===== src/dci_defines.svh =====
// Purpose: constants of the debug command interpreter
// Assumes: byte stream already framed by the serial bit layer
// Notes: some of these numbers are also written out as literals, e.g. control bit 7 in an assertion
`ifndef DCI_DEFINES_SVH
`define DCI_DEFINES_SVH
`define DCI_C_REV 8'h00
`define DCI_C_STAT 8'h02
`define DCI_C_RTC 8'h03
`define DCI_C_WCTL 8'h04
`define DCI_C_RCTL 8'h05
`define DCI_C_WPC 8'h06
`define DCI_C_RPC 8'h07
`define DCI_C_WREG 8'h08
`define DCI_C_RREG 8'h09
`define DCI_C_WPM 8'h0a
`define DCI_C_RPM 8'h0b
`define DCI_C_WDM 8'h0c
`define DCI_C_RDM 8'h0d
`define DCI_C_CRC 8'h0e
`define DCI_C_STEP 8'h10
`define DCI_C_STUFF 8'h11
`define DCI_C_EXEC 8'h12
`define DCI_REV_MAJOR 8'h01
`define DCI_REV_MINOR 8'h00
`define DCI_CTL_RESET 8'h00
`define DCI_CTL_WMASK 8'he1
`define DCI_CTL_DBG 7
`define DCI_CTL_BRK 6
`define DCI_CTL_RST 0
`define DCI_CRC_POLY 16'h1021
`define DCI_CRC_INIT 16'hffff
`define DCI_FLASH_LO 12'hff8
`define DCI_FLASH_HI 12'hff9
`define DCI_PROG_BYTES 65536
`define DCI_SP_REG 2'h0
`define DCI_SP_PROG 2'h1
`define DCI_SP_DATA 2'h2
`endif


===== src/dci_pkg.sv =====
// Purpose: types of the debug command interpreter
// Assumes: nothing
// Notes: one-hot state codes
package dci_pkg;
  typedef enum logic [7:0] {
    DCI_IDLE = 8'h01,
    DCI_HDR = 8'h02,
    DCI_XFER = 8'h04,
    DCI_MEMW = 8'h08,
    DCI_SEND = 8'h10,
    DCI_XLEN = 8'h20
  } dci_state_t;
  typedef struct packed {
    dci_state_t st;
    logic [7:0] cmd;
    logic [7:0] ctl;
    logic [15:0] rtc;
    logic [23:0] hdr;
    logic [2:0] need;
    logic [16:0] cnt;
    logic [15:0] addr;
    logic [1:0] space;
    logic wr;
    logic ok;
    logic [15:0] resp;
    logic [1:0] rlen;
    logic [15:0] crc;
    logic mem_req;
    logic [7:0] wdata;
    logic [15:0] pcw;
    logic pc_wr;
    logic step;
    logic stuff;
    logic xb;
    logic xfirst;
    logic [7:0] xbyte;
  } dci_st_t;
endpackage


===== src/dci_top.sv =====
// Purpose: command decoder of the on-chip debugger
// Assumes: RX bytes come from same-clock serial layer, slower than MEM_ACK_I
// Notes: one request at a time on the memory port
`timescale 1ns/1ps
`include "dci_defines.svh"
module dci_top
  import dci_pkg::*;
#(
  parameter int PROG_BYTES = `DCI_PROG_BYTES
) (
  input wire logic CLK_SYS_I,
  input wire logic RESET_N_I,
  input wire logic [7:0] RX_DATA_I,
  input wire logic RX_VALID_I,
  output logic [7:0] TX_DATA_O,
  output logic TX_VALID_O,
  input wire logic TX_READY_I,
  input wire logic READ_PROTECT_I,
  input wire logic FLASH_UNLOCKED_I,
  input wire logic CPU_HALTED_I,
  input wire logic BRK_I,
  input wire logic RST_DONE_I,
  input wire logic [15:0] PC_I,
  output logic PC_WR_O,
  output logic [15:0] PC_WDATA_O,
  output logic CPU_HALT_O,
  output logic BRK_EN_O,
  output logic CORE_RESET_O,
  output logic STEP_O,
  output logic STUFF_O,
  output logic EXEC_BYTE_O,
  output logic [7:0] INSN_BYTE_O,
  input wire logic [2:0] EXEC_LEN_I,
  output logic MEM_REQ_O,
  output logic MEM_WE_O,
  output logic [1:0] MEM_SPACE_O,
  output logic [15:0] MEM_ADDR_O,
  output logic [7:0] MEM_WDATA_O,
  input wire logic MEM_ACK_I,
  input wire logic [7:0] MEM_RDATA_I
);
  dci_st_t q;
  dci_st_t d;

  function automatic logic [15:0] crc_byte(input logic [15:0] c, input logic [7:0] b);
    logic [15:0] r;
    r = c ^ {b, 8'h00};
    for (int i = 0; i < 8; i++) begin
      r = r[15] ? ((r << 1) ^ `DCI_CRC_POLY) : (r << 1);
    end
    return r;
  endfunction

  logic dbg;
  logic prot;
  logic okp;
  logic [31:0] hv;
  logic flash_hit;
  logic [16:0] pbytes;

  assign dbg = q.ctl[`DCI_CTL_DBG];
  assign prot = READ_PROTECT_I;
  assign okp = dbg & ~prot;
  assign hv = {q.hdr, RX_DATA_I};
  assign flash_hit = (q.addr[11:0] >= `DCI_FLASH_LO) && (q.addr[11:0] <= `DCI_FLASH_HI);
  assign pbytes = 17'(PROG_BYTES);

  always_comb begin
    d = q;
    d.pc_wr = 1'b0;
    d.step = 1'b0;
    d.stuff = 1'b0;
    d.xb = 1'b0;
    case (q.st)
      DCI_IDLE: begin
        if (RX_VALID_I) begin
          d.cmd = RX_DATA_I;
          d.cnt = 17'h00001;
          d.st = DCI_SEND;
          d.rlen = 2'h2;
          case (RX_DATA_I)
            `DCI_C_REV: d.resp = {`DCI_REV_MAJOR, `DCI_REV_MINOR};
            `DCI_C_STAT: begin
              d.resp = {dbg, CPU_HALTED_I, ~prot, 5'h00, 8'h00};
              d.rlen = 2'h1;
            end
            `DCI_C_RTC: d.resp = q.rtc;
            `DCI_C_RCTL: begin
              d.resp = {q.ctl, 8'h00};
              d.rlen = 2'h1;
            end
            `DCI_C_RPC: d.resp = okp ? PC_I : 16'hffff;
            `DCI_C_WCTL, `DCI_C_STUFF, `DCI_C_EXEC: begin
              d.need = 3'h1;
              d.xfirst = 1'b1;
              d.st = DCI_HDR;
            end
            `DCI_C_WPC: begin
              d.need = 3'h2;
              d.st = DCI_HDR;
            end
            `DCI_C_WREG, `DCI_C_RREG: begin
              d.need = 3'h3;
              d.space = `DCI_SP_REG;
              d.st = DCI_HDR;
            end
            `DCI_C_WPM, `DCI_C_RPM, `DCI_C_WDM, `DCI_C_RDM: begin
              d.need = 3'h4;
              d.space = (RX_DATA_I[3:0] < 4'hc) ? `DCI_SP_PROG : `DCI_SP_DATA;
              d.st = DCI_HDR;
            end
            `DCI_C_CRC: begin
              d.resp = 16'hffff;
              if (dbg) begin
                d.addr = 16'h0000;
                d.cnt = pbytes;
                d.crc = `DCI_CRC_INIT;
                d.space = `DCI_SP_PROG;
                d.wr = 1'b0;
                d.mem_req = 1'b1;
                d.st = DCI_MEMW;
              end
            end
            `DCI_C_STEP: begin
              d.step = okp;
              d.st = DCI_IDLE;
            end
            default: d.st = DCI_IDLE;
          endcase
        end
      end
      DCI_HDR: begin
        if (RX_VALID_I) begin
          d.hdr = hv[23:0];
          d.need = q.need - 3'h1;
          // Every byte after the opcode goes on to the core
          if (q.cmd == `DCI_C_EXEC && !q.xfirst) begin
            d.xbyte = RX_DATA_I;
            d.xb = okp;
          end
          if (q.need == 3'h1) begin
            d.st = DCI_IDLE;
            case (q.cmd)
              `DCI_C_WCTL: begin
                // Protected: debug bit can be set but never cleared
                d.ctl = RX_DATA_I & `DCI_CTL_WMASK;
                d.ctl[`DCI_CTL_DBG] = RX_DATA_I[7] | (prot & dbg);
              end
              `DCI_C_WPC: begin
                d.pcw = hv[15:0];
                d.pc_wr = okp;
              end
              `DCI_C_WREG, `DCI_C_RREG: begin
                d.addr = {4'h0, hv[19:8]};
                d.cnt = (hv[7:0] == 8'h00) ? 17'h00100 : {9'h000, hv[7:0]};
                d.wr = (q.cmd == `DCI_C_WREG);
                d.ok = (q.cmd == `DCI_C_WREG) ? dbg : okp;
                d.st = DCI_XFER;
              end
              `DCI_C_WPM, `DCI_C_RPM, `DCI_C_WDM, `DCI_C_RDM: begin
                d.addr = hv[31:16];
                d.cnt = (hv[15:0] == 16'h0000) ? 17'h10000 : {1'b0, hv[15:0]};
                d.wr = ~q.cmd[0];
                case (q.cmd)
                  `DCI_C_WPM: d.ok = okp & FLASH_UNLOCKED_I;
                  `DCI_C_RPM: d.ok = okp;
                  `DCI_C_WDM: d.ok = okp;
                  default: d.ok = dbg;
                endcase
                d.st = DCI_XFER;
              end
              `DCI_C_STUFF: begin
                d.xbyte = RX_DATA_I;
                d.stuff = okp;
              end
              default: begin
                // Execute: blocked takes exactly one byte
                d.xbyte = RX_DATA_I;
                d.xb = okp;
                if (okp && q.xfirst) begin
                  d.st = DCI_XLEN;
                end
              end
            endcase
          end
        end
      end
      DCI_XLEN: begin
        // Length decoded by the core from the opcode on INSN_BYTE_O
        d.xfirst = 1'b0;
        d.need = EXEC_LEN_I - 3'h1;
        d.st = (EXEC_LEN_I > 3'h1) ? DCI_HDR : DCI_IDLE;
      end
      DCI_XFER: begin
        if (!q.wr) begin
          if (q.ok) begin
            d.mem_req = 1'b1;
            d.st = DCI_MEMW;
          end else begin
            d.resp = 16'hffff;
            d.rlen = 2'h1;
            d.st = DCI_SEND;
          end
        end else if (RX_VALID_I) begin
          d.wdata = RX_DATA_I;
          if (q.ok && (q.space != `DCI_SP_REG || !prot || flash_hit)) begin
            d.mem_req = 1'b1;
            d.st = DCI_MEMW;
          end else begin
            d.addr = q.addr + 16'h0001;
            d.cnt = q.cnt - 17'h00001;
            d.st = (q.cnt == 17'h00001) ? DCI_IDLE : DCI_XFER;
          end
        end
      end
      DCI_MEMW: begin
        if (MEM_ACK_I) begin
          d.mem_req = 1'b0;
          d.addr = q.addr + 16'h0001;
          if (q.cmd == `DCI_C_CRC) begin
            d.crc = crc_byte(q.crc, MEM_RDATA_I);
            d.cnt = q.cnt - 17'h00001;
            if (q.cnt == 17'h00001) begin
              // One reply pass left so SEND ends in idle
              d.cnt = 17'h00001;
              d.resp = d.crc;
              d.rlen = 2'h2;
              d.st = DCI_SEND;
            end else begin
              d.mem_req = 1'b1;
            end
          end else if (!q.wr) begin
            d.resp = {MEM_RDATA_I, 8'h00};
            d.rlen = 2'h1;
            d.st = DCI_SEND;
          end else begin
            d.cnt = q.cnt - 17'h00001;
            d.st = (q.cnt == 17'h00001) ? DCI_IDLE : DCI_XFER;
          end
        end
      end
      DCI_SEND: begin
        if (TX_READY_I) begin
          d.resp = {q.resp[7:0], 8'h00};
          d.rlen = q.rlen - 2'h1;
          if (q.rlen == 2'h1) begin
            d.cnt = q.cnt - 17'h00001;
            d.st = (q.cnt == 17'h00001) ? DCI_IDLE : DCI_XFER;
          end
        end
      end
      default: d.st = DCI_IDLE;
    endcase
    if (BRK_I && q.ctl[`DCI_CTL_BRK]) begin
      d.ctl[`DCI_CTL_DBG] = 1'b1;
    end
    if (RST_DONE_I) begin
      d.ctl[`DCI_CTL_RST] = 1'b0;
    end
    // Counter restarts from zero on leaving debug mode
    if (dbg && !d.ctl[`DCI_CTL_DBG]) begin
      d.rtc = 16'h0000;
    end else if (!dbg && q.rtc != 16'hffff) begin
      d.rtc = q.rtc + 16'h0001;
    end
    // Codes from WREG to EXEC, except 0fh, clear the counter
    if (q.st == DCI_IDLE && RX_VALID_I && RX_DATA_I >= `DCI_C_WREG
        && RX_DATA_I <= `DCI_C_EXEC && RX_DATA_I != 8'h0f) begin
      d.rtc = 16'h0000;
    end
  end

  always_ff @(posedge CLK_SYS_I or negedge RESET_N_I) begin
    if (!RESET_N_I) begin
      q <= '0;
      q.st <= DCI_IDLE;
      q.ctl <= `DCI_CTL_RESET;
    end else begin
      q <= d;
    end
  end

  assign TX_VALID_O = (q.st == DCI_SEND);
  assign TX_DATA_O = q.resp[15:8];
  assign PC_WR_O = q.pc_wr;
  assign PC_WDATA_O = q.pcw;
  assign CPU_HALT_O = q.ctl[`DCI_CTL_DBG];
  assign BRK_EN_O = q.ctl[`DCI_CTL_BRK];
  assign CORE_RESET_O = q.ctl[`DCI_CTL_RST];
  assign STEP_O = q.step;
  assign STUFF_O = q.stuff;
  assign EXEC_BYTE_O = q.xb;
  assign INSN_BYTE_O = q.xbyte;
  assign MEM_REQ_O = q.mem_req;
  assign MEM_WE_O = q.wr;
  assign MEM_SPACE_O = q.space;
  assign MEM_ADDR_O = q.addr;
  assign MEM_WDATA_O = q.wdata;

  logic rx_cmd;
  assign rx_cmd = (q.st == DCI_IDLE) && RX_VALID_I;
endmodule

===== config.mk =====
export PLATFORM = sky130hd
export DESIGN_NAME = dci_top
export DESIGN_NICKNAME = d
export VERILOG_FILES = /design/src/dci_pkg.sv /design/src/dci_top.sv
export VERILOG_INCLUDE_DIRS = /design/src /design/src/src
export SDC_FILE = /design/constraint.sdc
export NUM_CORES = 1
export LEC_CHECK = 0
export BUFFER_PORTS_ARGS = -buffer_cell sky130_fd_sc_hd__buf_2
export CORE_UTILIZATION = 35
export DETAILED_ROUTE_END_ITERATION = 12
export MAX_ROUTING_LAYER = met4
export PLACE_DENSITY_LB_ADDON = 0.08
export SKIP_LAST_GASP = 1
export SLEW_MARGIN = 20
export SYNTH_ARGS = -nofsm -noshare
export SYNTH_HDL_FRONTEND = slang
export SYNTH_SLANG_ARGS = --single-unit
export TNS_END_PERCENT = 30

===== constraint.sdc =====
create_clock -name CLK_SYS_I -period 2.85 [get_ports CLK_SYS_I]
set_clock_uncertainty 0.1 [all_clocks]
set_input_delay 0.57 -clock CLK_SYS_I [delete_from_list [all_inputs] [get_ports CLK_SYS_I]]
set_output_delay 0.57 -clock CLK_SYS_I [all_outputs]
set_load 0.02 [all_outputs]

==> results.toml <==
[outcome]
status = "finished clean"

[worst_hold_path]
min_path_cells = 2
hp-class = "in2reg"

[final_layout]
postLayoutCoreUtil_pct = 41.5
final.fill_count = 2913
post-route-cell-area_sq_um = 11900
areaGrowthSynthToFinish_pct = 16.8
finish.cell_count_without_fillers = 1606
antennaDiodeCount = 0
final_nets = 1265
layout_cells_sized_above_1_pct = 26.9

[floorplan]
initial_util_pct = 35.6
die_h_microns = 173
dieArea_sq_um = 29900
coreArea_sq_um = 28700
ios = 113
chipWidth_microns = 173
std_cell_rows = 62

[global_route]
global_route_wire_length_before_repair_mm = 50.5
grt_start_max_net_pins = 54
groute.usage.overall_pct = 22.7
first_global_vias = 8392
grt_antenna_before_repair = 0
globalRouteOverflowTotal = 0

[yosys]
async_flop_share_pct = 100
synth_enable_flop_cells = 0
synth_seq_cells = 170
synth_area_sq_um = 10200
synth-main-ff-cell = "sky130_fd_sc_hd__dfrtp_1"
most_used_standard_cell_by_instance_count_after_synthesis = "sky130_fd_sc_hd__dfrtp_1"
yosys_warnings = 0
synth_cells = 1112
syn-mean-instance-area_sq_um = 9.18
syn-num-nets = 1168
count_of_distinct_cell_types_in_the_synthesized_netlist = 78
synthTopCellsByCount = "sky130_fd_sc_hd__dfrtp_1 (169), sky130_fd_sc_hd__nor2_1 (112), sky130_fd_sc_hd__o21ai_0 (92)"
ys_top_cells_by_area = "sky130_fd_sc_hd__dfrtp_1 (41%), sky130_fd_sc_hd__mux2_2 (7.0%), sky130_fd_sc_hd__o21ai_0 (4.5%)"
synth_area_leader_cell = "sky130_fd_sc_hd__dfrtp_1"
share_of_the_synthesized_area_in_the_top_cell_type_pct = 41.4
synth.yosys.seq_area_share_pct = 41.7

[place]
place.detailed.hpwl_mm = 24.3
routabilityCongestion = 0.883
io_buffers = 112
place_area_sq_um = 11300
pre_cts_slack_ns = 0.0429
numPlacedInstances = 1573

[route]
antenna_left = 0
post_drt_wl_per_cell_microns = 20.2
detail_route.first_pass.iterations = 7
route.vias.total = 8677
number_of_drc_violations_after_detailed_routing_iteration_0 = 661
postRouteWirelength_mm = 32.5
drc = 0
detail_route.vias_per_cell = 5.40

[sta]
layout_setup_ws_ns = 0.0680
timing_worst_slew_pin_value_ns = 0.693
grt_setup_unrepaired = "true"
final-hold-violation-count = 0
hold-worst-slack_ns = 0.170
fin_crit_sh_pct = 97.6
report.final.slew_viol_count = 0
final.setup.tns_ns = 0
finalSetupViolations = 0
maxClockFrequency_ghz = 0.359
worst_slew_margin_rel_pct = 53.4
period_needed_ns = 2.78

[clocking]
cts_tree = "yes"
tritoncts_num_sinks = 170
cts.path.max_buffers = 2
h-tree-depth = 4
root_buffer_selected_by_cts = "sky130_fd_sc_hd__clkbuf_16"
clk-insertion-delay-late_ns = 0.44
post-cts-setup-buffer-count = 0
worst_setup_hold_path_clk_slew_ns = 0.08
cts_buffer_count = 17

[critical_path]
timing_worst_setup_path_type = "reg2reg"
crit_path_end_kind = "register"
r2r_cells = 8
cp.arrival_ns = 3.01
worstPathBufferInverterCount = 2
worstPathMaxFanout = 11
crit_required_ns = 3.07
critical-path-slowest-cell = "sky130_fd_sc_hd__or4b_4"
cpPeakStageDelay_ns = 0.59
critical_path_cell_sequence = "or4b_4 > nor4_4 > buf_4 > nor2_1 > buf_4 > a221o_1 > a221o_1 > mux2_4"
critical-path-top-delay-family = "simple AND/OR/NAND/NOR gates"
critPathLaunchType = "register"
crit_path_depth = 8

[pwr]
p_leak_nw = 5.51
power_density_nw_per_um2 = 627
power.total_mw = 7.47
ir_worst_vdd_mv = 0.415

[job]
drv_cap = 0
## worst paths after layout
kind / start / to / slack, ns
worst max register to register: q[165]$_DFFE_PN0P_ / TX_DATA_O[4]$_DFFE_PN0P_ / 0.07
min in group asynchronous: RESET_N_I / MEM_ADDR_O[12]$_DFFE_PN0P_ / 0.52
worst min register to register: PC_WDATA_O[0]$_DFFE_PN0P_ / PC_WDATA_O[0]$_DFFE_PN0P_ / 0.38
worst max-delay path: q[165]$_DFFE_PN0P_ / TX_DATA_O[4]$_DFFE_PN0P_ / 0.07
worst min-delay path: RST_DONE_I / CORE_RESET_O$_DFFE_PN0P_ / 0.17
max in group asynchronous: RESET_N_I / MEM_WDATA_O[2]$_DFFE_PN0P_ / 1.40
## power breakdown
part / total, mW / switching (mW) / internal [mW] / leakage (nW)
Clock: 2.46 / 1.17 / 1.29 / 0.304
Combinational: 1.88 / 1.11 / 0.769 / 2.93
Sequential: 3.14 / 0.430 / 2.71 / 2.28
## state kept, by name (all words and copies together) (netlist names)
signal,cells
BRK_EN_O,1
INSN_BYTE_O,8
EXEC_BYTE_O,1
MEM_WE_O,1
TX_DATA_O,8
MEM_REQ_O,1
MEM_WDATA_O,8
STEP_O,1
hv,24
MEM_ADDR_O,16
PC_WDATA_O,16
q,79
CORE_RESET_O,1
STUFF_O,1
MEM_SPACE_O,2
PC_WR_O,1
CPU_HALT_O,1
## worst register-to-register path, delay by kind of cell (launching register included)
kind / cells / cell delay, ns
and+or+nand+nor: 3 / 0.94
AOI/OAI and AO/OA: 2 / 0.53
DFF: 1 / 0.43
buffers and inverters: 2 / 0.41
muxes: 1 / 0.25
## cells in the final DEF (no fill, tap or decap), types with 9 or more instances in the layout
master,count
sky130_fd_sc_hd__xor2_1,23
sky130_fd_sc_hd__mux2i_1,12
sky130_fd_sc_hd__nor2b_1,13
sky130_fd_sc_hd__o21ai_0,92
sky130_fd_sc_hd__buf_4,81
sky130_fd_sc_hd__dfrtp_1,169
sky130_fd_sc_hd__nor3_1,26
sky130_fd_sc_hd__nand3_1,25
sky130_fd_sc_hd__nand2_1,78
sky130_fd_sc_hd__o22ai_1,20
sky130_fd_sc_hd__a21oi_1,89
sky130_fd_sc_hd__nor4_1,12
sky130_fd_sc_hd__mux2_2,63
sky130_fd_sc_hd__ha_1,11
sky130_fd_sc_hd__nand4_1,10
sky130_fd_sc_hd__nor2_1,111
sky130_fd_sc_hd__buf_2,111
sky130_fd_sc_hd__xnor2_1,20
sky130_fd_sc_hd__inv_1,28
sky130_fd_sc_hd__mux2_4,10
sky130_fd_sc_hd__and3_1,16
sky130_fd_sc_hd__nand2b_1,9
sky130_fd_sc_hd__a221o_1,10
sky130_fd_sc_hd__clkbuf_16,17
sky130_fd_sc_hd__a31oi_1,14
## final cells by class
cell class,count,area [sq um],share of cell area (%)
repair buffers,200,1310,11.0
clock buffers,18,439,3.69
clock inverters,14,178,1.49
inverters,29,109,0.913
flip-flops and latches,170,4260,35.7
well taps,384,480,4.03
multi-input cells,791,5150,43.2
## routing by layer
layer  part of all wire, %  global-route usage, %  up-vias  routed length, microns
met5                     0                      -        -                       0
met4                   1.2                   5.49        0                     404
met3                   4.5                   3.32       28                    1470
met2                    47                   35.1      245                   15300
met1                    47                   31.2     4261                   15300
li1                      -                      -     4143                       -
## logic make-up (layout without fill, tap and decap cells)
group,count (synthesis),count (layout),synth area share [%]
and+or+nand+nor,348,348,17.3
AOI/OAI and AO/OA,304,304,18.4
DFF,170,170,41.7
buffers and inverters,151,261,7.99
muxes,85,85,9.60
xor gates and xnor gates,43,43,3.69
adders and majority gates,11,11,1.35
## repair_timing
item / CTS / global route
hold endpoints to repair: 38 / 0
endpoints found under the setup margin: 0 / 25
resized for setup: 0 / 3
hold buffers: 1 / 0
Note: power is estimated with default switching activity, not from simulation.
